## config.mk

```make
export PLATFORM = sky130hd
export DESIGN_NAME = adcsp_port
export DESIGN_NICKNAME = d
export VERILOG_FILES = /design/src/pkg/adcsp_pkg.sv /design/src/logic/adcsp_fifo.sv /design/src/logic/adcsp_port.sv
export SDC_FILE = /design/constraint.sdc
export NUM_CORES = 1
export LEC_CHECK = 0
export ABC_AREA = 1
export BUFFER_PORTS_ARGS = -buffer_cell sky130_fd_sc_hd__buf_4
export CAP_MARGIN = 0
export CORE_MARGIN = 10
export CORE_UTILIZATION = 30
export CTS_CLUSTER_DIAMETER = 100
export DETAILED_ROUTE_END_ITERATION = 7
export PLACE_DENSITY = 0.54
export SETUP_SLACK_MARGIN = 0.3
export SYNTH_ARGS = -nofsm -noshare
export SYNTH_HDL_FRONTEND = slang
export SYNTH_SLANG_ARGS = --single-unit
```

## constraint.sdc

```tcl
create_clock -name clk -period 3 [get_ports clk]
set_input_delay 0.15 -clock clk [delete_from_list [all_inputs] [get_ports clk]]
set_output_delay 0.15 -clock clk [all_outputs]
set_load 0.02 [all_outputs]
```

## src/pkg/adcsp_pkg.sv

```systemverilog
package adcsp_pkg;
    localparam int CTRL_BITS        = 8;
    localparam int RESULT_BITS      = 16;
    localparam int BIT_START        = 7;
    localparam int BIT_CODING       = 6;
    localparam int BIT_CLKSEL       = 5;
    localparam int BIT_MODE_HI      = 4;
    localparam int BIT_MODE_LO      = 3;
    localparam int BIT_USER2        = 2;
    localparam int BIT_USER1        = 1;
    localparam int BIT_USER0        = 0;
    localparam logic [1:0] MODE_SHORT = 2'h0;
    localparam logic [1:0] MODE_CAL   = 2'h1;
    localparam logic [1:0] MODE_PWDN  = 2'h2;
    localparam logic [1:0] MODE_LONG  = 2'h3;
    localparam logic [5:0] CLKS_SHORT = 6'h18;
    localparam logic [5:0] CLKS_LONG  = 6'h20;
    localparam logic [5:0] ACQ_SHORT  = 6'h05;
    localparam logic [5:0] ACQ_LONG   = 6'h0D;
    localparam logic [7:0] CTRL_RESET = 8'h00;
    localparam int INT_CLK_DIV        = 2;
    localparam int FIFO_DEPTH         = 16;
endpackage

```

## src/logic/adcsp_fifo.sv

```systemverilog
`timescale 1ns/1ps
`default_nettype none
// Result buffer between the converter and the serial shifter.
module adcsp_fifo #(
    parameter int WIDTH = 16,
    parameter int DEPTH = 16
) (
    input  wire logic             clk,
    input  wire logic             reset_n,
    input  wire logic             clkEn,
    input  wire logic             inValid,
    output logic                  inReady,
    input  wire logic [WIDTH-1:0] inData,
    output logic                  outValid,
    input  wire logic             outReady,
    output logic      [WIDTH-1:0] outData
);
    localparam int AW = $clog2(DEPTH);
    logic [WIDTH-1:0] mem [DEPTH];
    logic [AW-1:0]    wrPtr;
    logic [AW-1:0]    rdPtr;
    logic [AW:0]      count;
    logic             doWr;
    logic             doRd;

    assign inReady  = (count != DEPTH[AW:0]);
    assign outValid = (count != '0);
    assign outData  = mem[rdPtr];
    assign doWr     = clkEn && inValid && inReady;
    assign doRd     = clkEn && outValid && outReady;

    always_ff @(posedge clk) begin
        if (doWr) begin
            mem[wrPtr] <= inData;
        end
    end

    always_ff @(posedge clk) begin
        if (!reset_n) begin
            wrPtr <= '0;
            rdPtr <= '0;
            count <= '0;
        end else begin
            if (doWr) begin
                wrPtr <= wrPtr + 1'b1;
            end
            if (doRd) begin
                rdPtr <= rdPtr + 1'b1;
            end
            if (doWr && !doRd) begin
                count <= count + 1'b1;
            end else if (doRd && !doWr) begin
                count <= count - 1'b1;
            end
        end
    end
endmodule // adcsp_fifo
`default_nettype wire

```

## src/logic/adcsp_port.sv

```systemverilog
`timescale 1ns/1ps
`default_nettype none
// What this block does
// - Internal clock: strobe low during conversion.
// - External clock: strobe high one period pre-MSB.
// - External clock, deselected: strobe high impedance.
// - Result MSB first, binary or twos complement.
// - Serial output shows the MSB when a result is loaded, later bits on falling serial clock.
// - Serial input captured on rising serial clock.
// - Deselected means serial output high impedance.
// - External mode paced wholly by serial clock.
// - Acquisition lasts 5 or 13 cycles.
// - Shutdown input low blocks all conversions.
// - Reset restores power-on default configuration.
// - First one bit starts control byte.
// - Mode bits pick short, calibrate, powerdown, long.
// - Bit 5 picks internal or serial clock.
// - Bit 6 picks unipolar or bipolar coding.
module adcsp_port
    import adcsp_pkg::*;
(
    input  wire logic                   clk,
    input  wire logic                   reset_n,
    input  wire logic                   clkEn,
    input  wire logic                   chipSelect_n,
    input  wire logic                   serialClock,
    input  wire logic                   serialIn,
    input  wire logic                   shutdown_n,
    input  wire logic [RESULT_BITS-1:0] sampleValue,
    output logic                        serialOut,
    output logic                        serialOutEn,
    output logic                        conversion_strobe,
    output logic                        conversionStrobeEn,
    output logic                        user_out_0,
    output logic                        user_out_1,
    output logic                        user_out_2,
    output logic                        input_coding_select,
    output logic                        conv_clock_select,
    output logic                        op_mode_hi,
    output logic                        op_mode_lo,
    output logic                        calibrating
);
    typedef enum logic [1:0] {
        ADCSP_IDLE = 2'b00,
        ADCSP_CMD  = 2'b01,
        ADCSP_CONV = 2'b10,
        ADCSP_DONE = 2'b11
    } adcsp_state_t;

    logic [2:0] csSync;
    logic [2:0] sckSync;
    logic [1:0] dinSync;
    logic [1:0] shdnSync;
    logic       csActive;
    logic       sckRise;
    logic       sckFall;
    logic       din;
    logic       shdnLow;
    logic       csFall;

    always_ff @(posedge clk) begin
        if (!reset_n) begin
            csSync   <= 3'h7;
            sckSync  <= 3'h0;
            dinSync  <= 2'h0;
            shdnSync <= 2'h3;
        end else if (clkEn) begin
            csSync   <= {csSync[1:0], chipSelect_n};
            sckSync  <= {sckSync[1:0], serialClock};
            dinSync  <= {dinSync[0], serialIn};
            shdnSync <= {shdnSync[0], shutdown_n};
        end
    end

    assign csActive = !csSync[1];
    assign csFall   = csSync[2] && !csSync[1];
    assign sckRise  = clkEn && csActive && sckSync[1] && !sckSync[2];
    assign sckFall  = clkEn && csActive && !sckSync[1] && sckSync[2];
    assign din      = dinSync[1];
    assign shdnLow  = !shdnSync[1];

    logic [CTRL_BITS-1:0] ctrl;
    logic [CTRL_BITS-1:0] shiftIn;
    logic                 gotStart;
    logic [2:0]           inCount;
    logic                 byteDone;
    logic [1:0]           mode;
    logic                 intClk;
    adcsp_state_t         state;
    logic [5:0]           cycle;
    logic [5:0]           cycTotal;
    logic [5:0]           acqLen;
    logic                 tick;
    logic [INT_CLK_DIV-1:0] divCount;
    logic [RESULT_BITS-1:0] result;
    logic                 fifoInReady;
    logic                 fifoOutValid;
    logic                 fifoPop;
    logic [RESULT_BITS-1:0] fifoOutData;
    logic [RESULT_BITS-1:0] outShift;
    logic [4:0]           outCount;

    // A control byte is the start bit plus the seven bits that follow it.
    always_ff @(posedge clk) begin
        if (!reset_n || (clkEn && csFall)) begin
            gotStart <= 1'b0;
            inCount  <= 3'h0;
            shiftIn  <= '0;
        end else if (sckRise && state != ADCSP_CONV) begin
            if (!gotStart) begin
                gotStart <= din;
                shiftIn  <= {7'h00, din};
                inCount  <= 3'h0;
            end else begin
                shiftIn <= {shiftIn[CTRL_BITS-2:0], din};
                inCount <= inCount + 3'h1;
                if (inCount == 3'h6) begin
                    gotStart <= 1'b0;
                end
            end
        end
    end

    assign byteDone = sckRise && state != ADCSP_CONV && gotStart && inCount == 3'h6;

    always_ff @(posedge clk) begin
        if (!reset_n) begin
            ctrl <= CTRL_RESET;
        end else if (byteDone) begin
            ctrl <= {shiftIn[CTRL_BITS-2:0], din};
        end
    end

    assign mode                = {ctrl[BIT_MODE_HI], ctrl[BIT_MODE_LO]};
    assign intClk              = ctrl[BIT_CLKSEL];
    assign input_coding_select = ctrl[BIT_CODING];
    assign conv_clock_select   = ctrl[BIT_CLKSEL];
    assign op_mode_hi          = ctrl[BIT_MODE_HI];
    assign op_mode_lo          = ctrl[BIT_MODE_LO];
    assign user_out_0          = ctrl[BIT_USER0];
    assign user_out_1          = ctrl[BIT_USER1];
    assign user_out_2          = ctrl[BIT_USER2];

    always_ff @(posedge clk) begin
        if (!reset_n) begin
            divCount <= '0;
        end else if (clkEn) begin
            divCount <= divCount + 1'b1;
        end
    end

    // Internal mode runs off a divided system clock, external mode off falling serial edges.
    assign tick     = intClk ? (clkEn && divCount == '0) : sckFall;
    assign cycTotal = (mode == MODE_LONG) ? CLKS_LONG : CLKS_SHORT;
    assign acqLen   = (mode == MODE_LONG) ? ACQ_LONG : ACQ_SHORT;

    always_ff @(posedge clk) begin
        if (!reset_n) begin
            state       <= ADCSP_IDLE;
            cycle       <= 6'h00;
            result      <= '0;
            calibrating <= 1'b0;
        end else if (clkEn) begin
            case (state)
                ADCSP_IDLE: begin
                    if (byteDone) begin
                        state <= ADCSP_CMD;
                    end
                end
                ADCSP_CMD: begin
                    cycle <= 6'h00;
                    if (shdnLow || mode == MODE_PWDN) begin
                        state <= ADCSP_IDLE;
                    end else if (fifoInReady) begin
                        calibrating <= (mode == MODE_CAL);
                        state       <= ADCSP_CONV;
                    end
                end
                ADCSP_CONV: begin
                    if (shdnLow) begin
                        state <= ADCSP_IDLE;
                    end else if (tick) begin
                        cycle <= cycle + 6'h01;
                        if (cycle == acqLen - 6'h01) begin
                            // Two's complement flips the MSB of the offset-binary sample.
                            result <= input_coding_select ? sampleValue
                                    : {~sampleValue[RESULT_BITS-1],
                                       sampleValue[RESULT_BITS-2:0]};
                        end
                        if (cycle == cycTotal - 6'h01) begin
                            state <= ADCSP_DONE;
                        end
                    end
                end
                ADCSP_DONE: begin
                    calibrating <= 1'b0;
                    state       <= ADCSP_IDLE;
                end
                default: begin
                    state <= ADCSP_IDLE;
                end
            endcase
        end
    end

    adcsp_fifo #(
        .WIDTH (RESULT_BITS),
        .DEPTH (FIFO_DEPTH)
    ) resultFifo (
        .clk      (clk),
        .reset_n  (reset_n),
        .clkEn    (clkEn),
        .inValid  (state == ADCSP_DONE && !calibrating),
        .inReady  (fifoInReady),
        .inData   (result),
        .outValid (fifoOutValid),
        .outReady (fifoPop),
        .outData  (fifoOutData)
    );

    // A buffered result is loaded for shifting only while no word is being sent.
    assign fifoPop = outCount == 5'h00 && fifoOutValid && state != ADCSP_CONV;

    always_ff @(posedge clk) begin
        if (!reset_n) begin
            outShift  <= '0;
            outCount  <= 5'h00;
            serialOut <= 1'b0;
        end else if (clkEn) begin
            if (fifoPop) begin
                outShift  <= {fifoOutData[RESULT_BITS-2:0], 1'b0};
                outCount  <= 5'h10;
                serialOut <= fifoOutData[RESULT_BITS-1];
            end else if (sckFall && outCount != 5'h00) begin
                serialOut <= outShift[RESULT_BITS-1];
                outShift  <= {outShift[RESULT_BITS-2:0], 1'b0};
                outCount  <= outCount - 5'h01;
            end
        end
    end

    assign serialOutEn = csActive;

    always_ff @(posedge clk) begin
        if (!reset_n) begin
            conversion_strobe <= 1'b1;
        end else if (clkEn) begin
            if (intClk) begin
                // A refused command passes through CMD without converting, so only CONV pulls it low.
                conversion_strobe <= state != ADCSP_CONV;
            end else begin
                conversion_strobe <= state == ADCSP_CONV && cycle == acqLen - 6'h01;
            end
        end
    end

    assign conversionStrobeEn = intClk || csActive;
endmodule // adcsp_port
`default_nettype wire

```

# Word-level counts from Yosys, hierarchy flattened
# Memories as Yosys holds them, arrays and structs flattened. A register that Yosys moved wholly into a read port is not among the register bits.
# Index checks and enable logic that the tools add are counted.
dict set report word_totals {
  register_bits 90
  ram_bits 256
  input_bits 23
  output_inout_bits 12
  word_cells 132
  n_memories 1
}
# name depth width read_ports rd_ports_with_merged_regs write_ports line
set memory_table {}
lappend memory_table {resultFifo.mem 16 16 1 1 1 adcsp_fifo.sv:19} ;# logic [WIDTH-1:0] mem [DEPTH];
dict set report op_classes {
  add_sub_neg 10
  n_eq_ne 19
  n_mux 34
  n_bitwise 1
  reduce_logical 47
}
# operator n
set ops {}
lappend ops {{16-bit two-way mux} 3}
lappend ops {{6-bit two-way mux} 4}
lappend ops {{1-bit logical AND} 22}
lappend ops {{5-bit two-way mux} 4}
lappend ops {{6-bit == test} 2}
lappend ops {{2-bit two-way mux} 6}
lappend ops {{4-bit two-way mux} 3}
lappend ops {{6-bit case mux with 2 select lines} 1}
lappend ops {{1-bit two-way mux} 10}
lappend ops {{2-bit != test, second input constant} 5}
lappend ops {{5-bit AND reduction} 2}
lappend ops {{5-bit nonzero test} 2}
lappend ops {{5-bit by 1-bit subtractor with 5-bit output, second input constant} 2}
lappend ops {{4-bit by 1-bit adder with 4-bit output, second input constant} 2}
lappend ops {{2-bit == test, second input constant} 4}
lappend ops {{1-bit logical NOT} 8}
lappend ops {{2-bit case mux with 4 select lines} 1}
lappend ops {{4-bit AND reduction} 2}
lappend ops {{2-bit nonzero test} 4}
lappend ops {{6-bit by 1-bit adder with 6-bit output, second input constant} 1}
lappend ops {{3-bit != test, second input constant} 2}
lappend ops {{6-bit by 1-bit subtractor with 6-bit output, second input constant} 1}
lappend ops {{5-bit by 1-bit adder with 5-bit output, second input constant} 1}
lappend ops {{5-bit logical NOT} 1}
lappend ops {{other kinds (14)} 18}

# Depth between registers and ports, before layout
dict set report depth {
  depth_word 9
  depth_mapped 18
  depth_no_buf 18
}

# Hierarchy
# Synthesis repeated with hierarchy kept, for this count alone.
dict set report hier_totals {
  cells_unflattened 1660
  hier_area_um2 15399.8
}
# module n_inst cells_each area_each_um2 seq_area_each_um2
set by_module_without_submodules {}
lappend by_module_without_submodules {adcsp_fifo 1 1178 11921.4 8027.7}
lappend by_module_without_submodules {adcsp_port 1 482 3478.3 1521.5}

# Worst setup path before layout
# No wires, ideal clock.
dict set report synth_path {
  path_type {register to register}
  start {reg outCount[0]}
  end {reg resultFifo.count[4]}
  setup_time_ns 0.113
  t_arrival_ns 2.109
  t_required_ns 2.887
  setup_slack_ns 0.778
  stages_incl_launch_ff 17
  path_buffers 0
  synth_period_minus_slack_ns 2.222
  path_cell_list {dfxtp_1 inv_1 ha_1 nand3_1 inv_1 nand3_2 inv_2 nand2_2 ha_1 inv_1 ha_1 a21oi_1 nor2_1 o21ai_0 nand3_1 nor2_1 nor2_1}
}
dict set report synth_between {
  elab_chain_cells 7
  word_cells_on_any_way 9
  classes_between {mux (1); reduce/logical (8)}
}
# element line
set synth_rtl {}
lappend synth_rtl {{from (decl)} adcsp_port.sv:101} ;# logic [4:0] outCount;
lappend synth_rtl {{from (signal assigned)} adcsp_port.sv:237} ;# outCount <= outCount - 5'h01;
lappend synth_rtl {{5-bit logical NOT (*)} adcsp_port.sv:222} ;# assign fifoPop = outCount == 5'h00 && fifoOutValid && state != ADCSP_CONV;
lappend synth_rtl {{1-bit logical AND (*) (2 in series)} adcsp_port.sv:222}
lappend synth_rtl {{1-bit logical AND (*)} adcsp_fifo.sv:30} ;# assign doRd = clkEn && outValid && outReady;
lappend synth_rtl {{1-bit logical NOT} adcsp_fifo.sv:50} ;# if (doWr && !doRd) begin
lappend synth_rtl {{1-bit logical AND} adcsp_fifo.sv:50}
lappend synth_rtl {{5-bit two-way mux / 2-bit nonzero test (equally long branches)} -}
lappend synth_rtl {{to (signal assigned)} adcsp_fifo.sv:51} ;# count <= count + 1'b1;
lappend synth_rtl {{to (signal assigned)} adcsp_fifo.sv:53} ;# count <= count - 1'b1;
lappend synth_rtl {{to (decl)} adcsp_fifo.sv:22} ;# logic [AW:0] count;
# Every way passes the cells marked *; elsewhere a longest branch is shown, timed or not.
# A chain may end at the register's enable or synchronous reset.

# Final worst setup path
dict set report layout_path {
  start {reg resultFifo.count[1]}
  end {reg resultFifo.count[4]}
}
dict set report layout_between {
  word_cells_on_any_way 16
  classes_between {add/sub (2); eq/ne (1); mux (2); reduce/logical (11)}
}
# element line
set layout_lines {}
lappend layout_lines {{5-bit != test (*)} adcsp_fifo.sv:26} ;# assign inReady = (count != DEPTH[AW:0]);
lappend layout_lines {{1-bit logical AND (*)} adcsp_fifo.sv:29} ;# assign doWr = clkEn && inValid && inReady;
lappend layout_lines {{net resultFifo.doWr} adcsp_fifo.sv:23} ;# logic doWr;
lappend layout_lines {{1-bit logical NOT} adcsp_fifo.sv:52} ;# end else if (doRd && !doWr) begin
lappend layout_lines {{1-bit logical AND} adcsp_fifo.sv:52}
lappend layout_lines {{2-bit nonzero test (no source line)} -}
# The timed path passes the listed nets; every way through them passes the cells marked *. The select of a mux whose other input is x is not followed.

==> flow_summary.ini <==
[synth]
synthesis.area_um2 = 15000
syn-num-nets = 1618
syn_avg_cell_area_um2 = 9.50
synth-main-ff-cell = edfxtp_1
seq_area_frac_synth_pct = 63.7
ys_ff_latch = 349
netlist_top_cells_count = 519 x nand2_1, 256 x edfxtp_1, 221 x nand3_1, 167 x inv_1, 93 x dfxtp_1
yosysTopAreaCellShare_pct = 51.3
async_flop_share_pct = 0
synth.distinct_cells = 33
synthTopCellsByArea = edfxtp_1 51%, nand2_1 13%, dfxtp_1 12%, nand3_1 7.4%, inv_1 4.2%
synth_largest_area_cell = edfxtp_1
synth_enable_flop_cells = 256
synth-warning-count = 0
yosysMostFrequentCell = nand2_1
syn_inst = 1577

[route]
drt_pass1_iterations = 5
viasPerCell = 4.57
ant_nets = 0
avgRoutedWirePerCell_um = 16.0
routed_wl_mm = 37.3
num_vias = 10621
dr.first_iter.drc_count = 795
drc = 0

[clocking]
cts_buffers = 39
clkTransAtPathRegs_ns = 0.06
clock_sinks = 349
cts_tree = yes
htreeDepth = 2
cts_buffer_depth = 3
clk_latency_ns = 0.54
cts-root-buf = clkbuf_16

[timing]
hold_viol = 0
max_freq_ghz = 0.399
rsz0062_at_grt = false
finalSetupViolCount = 0
slew_headroom_pct = 28.0
layout_setup_ws_ns = 0.492
clock_skew_ns = 0.0104
min_period_over_period_pct = 83.6
maxSlewViolCount = 0
fin_setup_tns_ns = 0
worstMarginPinSlew_ns = 1.08
fin_crit_ns = 2.51

[setup_path]
cp_max_fo = 6
crit_chain = nor2_1 -> nand2_1 -> nor2_1 -> inv_1 -> nand2_1 -> inv_1 -> ha_1 -> fa_1 -> inv_1 -> a21oi_1 -> nor2_1 -> nor2_1 -> nand2_1 -> nand3_1 -> nand2_1 -> nand2_1 -> nor2_1
worstSetupPathType = flop to flop
worst-path-buf-inv = 3
crit_path_max_incr_delay_ns = 0.42
endpoint_kind = flop
slowest_stage = fa_1
worst_setup_path_start_kind = flop
arrival_ns = 2.97
required_ns = 3.47
crit_family = simple AND/OR/NAND/NOR gates

[power_and_ir_drop]
finalPower_mw = 12.1
power_frac_comb_pct = 15.2
seqPwrFrac_pct = 44.3
p_int_mw = 8.85
irDropWorstVdd_v = 0.000362
p_sw_share_pct = 26.9
clockPowerShare_pct = 40.6
power_switching_mw = 3.26
p_per_area_nw_per_um2 = 689
p_leak_nw = 7.02

[floorplanning]
fp.dieW_um = 243
num_rows = 81
dieArea_um2 = 59300
die_y_um = 243
start_util_pct = 30.5
coreArea_um2 = 49200
ioPinCount = 35

[grt]
grt-ovfl-total = 0
grt_pass1_vias = 10291
grt.total_usage_pct = 12.3
grt_max_degree = 129
antenna_found_initial = 0
grt_pass1_wl_mm = 58.3

[cells_and_area]
antenna_cells = 0
drive_gt1_share_pct = 10.1
final_area_um2 = 17600
final_nets = 1671
instances_no_fill = 2324
syn_to_final_growth_pct = 17.3

[place]
placedInstanceArea_um2 = 16000
pre_cts_ws_ns = 0.411
dpl.hpwl_mm = 22.4
place_inst = 2229
gp_congestion = 0.788
port_buffers = 34

[outcome]
status = complete, no violations

[job]
drv_cap = 0

[min_path]
hold_class = input pin to flop
## state kept, by name, indices dropped and copies added (netlist names), named ones only
name and cells:
resultFifo.mem 256, calibrating 1, sckSync 3, outShift 15, shiftIn 6, serialOut 1
gotStart 1, resultFifo.rdPtr 4, outCount 5, cycle 6, divCount 2, result 16
shdnSync 2, resultFifo.count 5, state 2, dinSync 2, inCount 3, conversion_strobe 1
ctrl 7, csSync 3, resultFifo.wrPtr 4
## stage by stage
| step | utilization, % | hold WS (ns) |
|---|---|---|
| floorplan | - | 0.276 |
| global placement | 32.5 | 0.369 |
| detailed placement | 32.5 | 0.367 |
| CTS | 35.7 | 0.00369 |
| global route | 35.8 | 0.0171 |
| finish | 35.8 | 0.0286 |
## cells by family after synthesis
logic type | synth area share (%)
buf+inv | 6.77
compound gates | 3.77
flops | 63.7
simple gates | 23.6
xor+xnor | 0.526
fa+ha+maj | 1.55
## path summary, 6_finish.rpt
path                                    startpoint                               end  slack (ns)  cells past startpoint
setup / recovery  resultFifo.count[1]$_SDFFE_PN0P_  resultFifo.count[4]$_SDFFE_PN0P_        0.49                     17
hold / removal                               clkEn            csSync[1]$_SDFFE_PN1P_        0.03                      2
setup reg to reg  resultFifo.count[1]$_SDFFE_PN0P_  resultFifo.count[4]$_SDFFE_PN0P_        0.49                     17
hold reg to reg            shiftIn[5]$_SDFFE_PP0N_              ctrl[6]$_SDFFE_PN0N_        0.46                      2
## power by group through the flow
stage / Clock, mW / Sequential (mW) / Combinational [mW]
floorplan: 0 / 5.44 / 1.40
global placement: 0 / 5.45 / 1.81
detailed placement: 0 / 5.46 / 1.82
finish: 4.92 / 5.36 / 1.84
CTS: 5.01 / 5.36 / 1.85
global route: 5.21 / 5.37 / 2.08
## placed cells by master (no fill, tap or decap), types with 17 or more instances in the layout
master,instances
a21oi_1,79
buf_4,59
clkbuf_16,44
dfxtp_1,90
dlygate4sd3_1,22
edfxtp_1,256
ha_1,17
inv_1,165
nand2_1,519
nand3_1,221
nor2_1,67
o21ai_0,25
## per-layer routing
metal / part of all wire, % / routed length (um) / vias up / global-route usage (%)
met1: 45 / 16900 / 5062 / 16.3
met5: 0 / 0 / - / 0
met2: 47 / 17700 / 244 / 20.5
met3: 5.6 / 2100 / 46 / 2.00
li1: - / - / 5269 / -
met4: 1.7 / 622 / 0 / 3.38
## worst register-to-register path, stage by stage, from the launching register on
cell and delay (ns):
dfxtp_1 0.34, nor2_1 0.15, nand2_1 0.06, nor2_1 0.16
inv_1 0.06, nand2_1 0.18, inv_1 0.14, ha_1 0.26
fa_1 0.42, inv_1 0.08, a21oi_1 0.07, nor2_1 0.13
nor2_1 0.05, nand2_1 0.05, nand3_1 0.10, nand2_1 0.07
nand2_1 0.04, nor2_1 0.09
## repair_timing
| action | CTS | global route |
|---|---|---|
| hold buffers | 22 | 0 |
| hold endpoints to repair | 21 | 0 |
| setup endpoints to repair | 0 | 2 |
| buffers inserted | 0 | 2 |
| gates resized for setup | 0 | 2 |
## layout make-up
type,count,area [um2]
fillers,4982,31600
flip-flops and latches,349,9560
multi-input cells,981,4460
clock buffers,53,1170
well taps,664,831
repair buffers,84,723
inverters,175,663
clock inverters,18,168
Note: power is estimated with default switching activity, not from simulation.
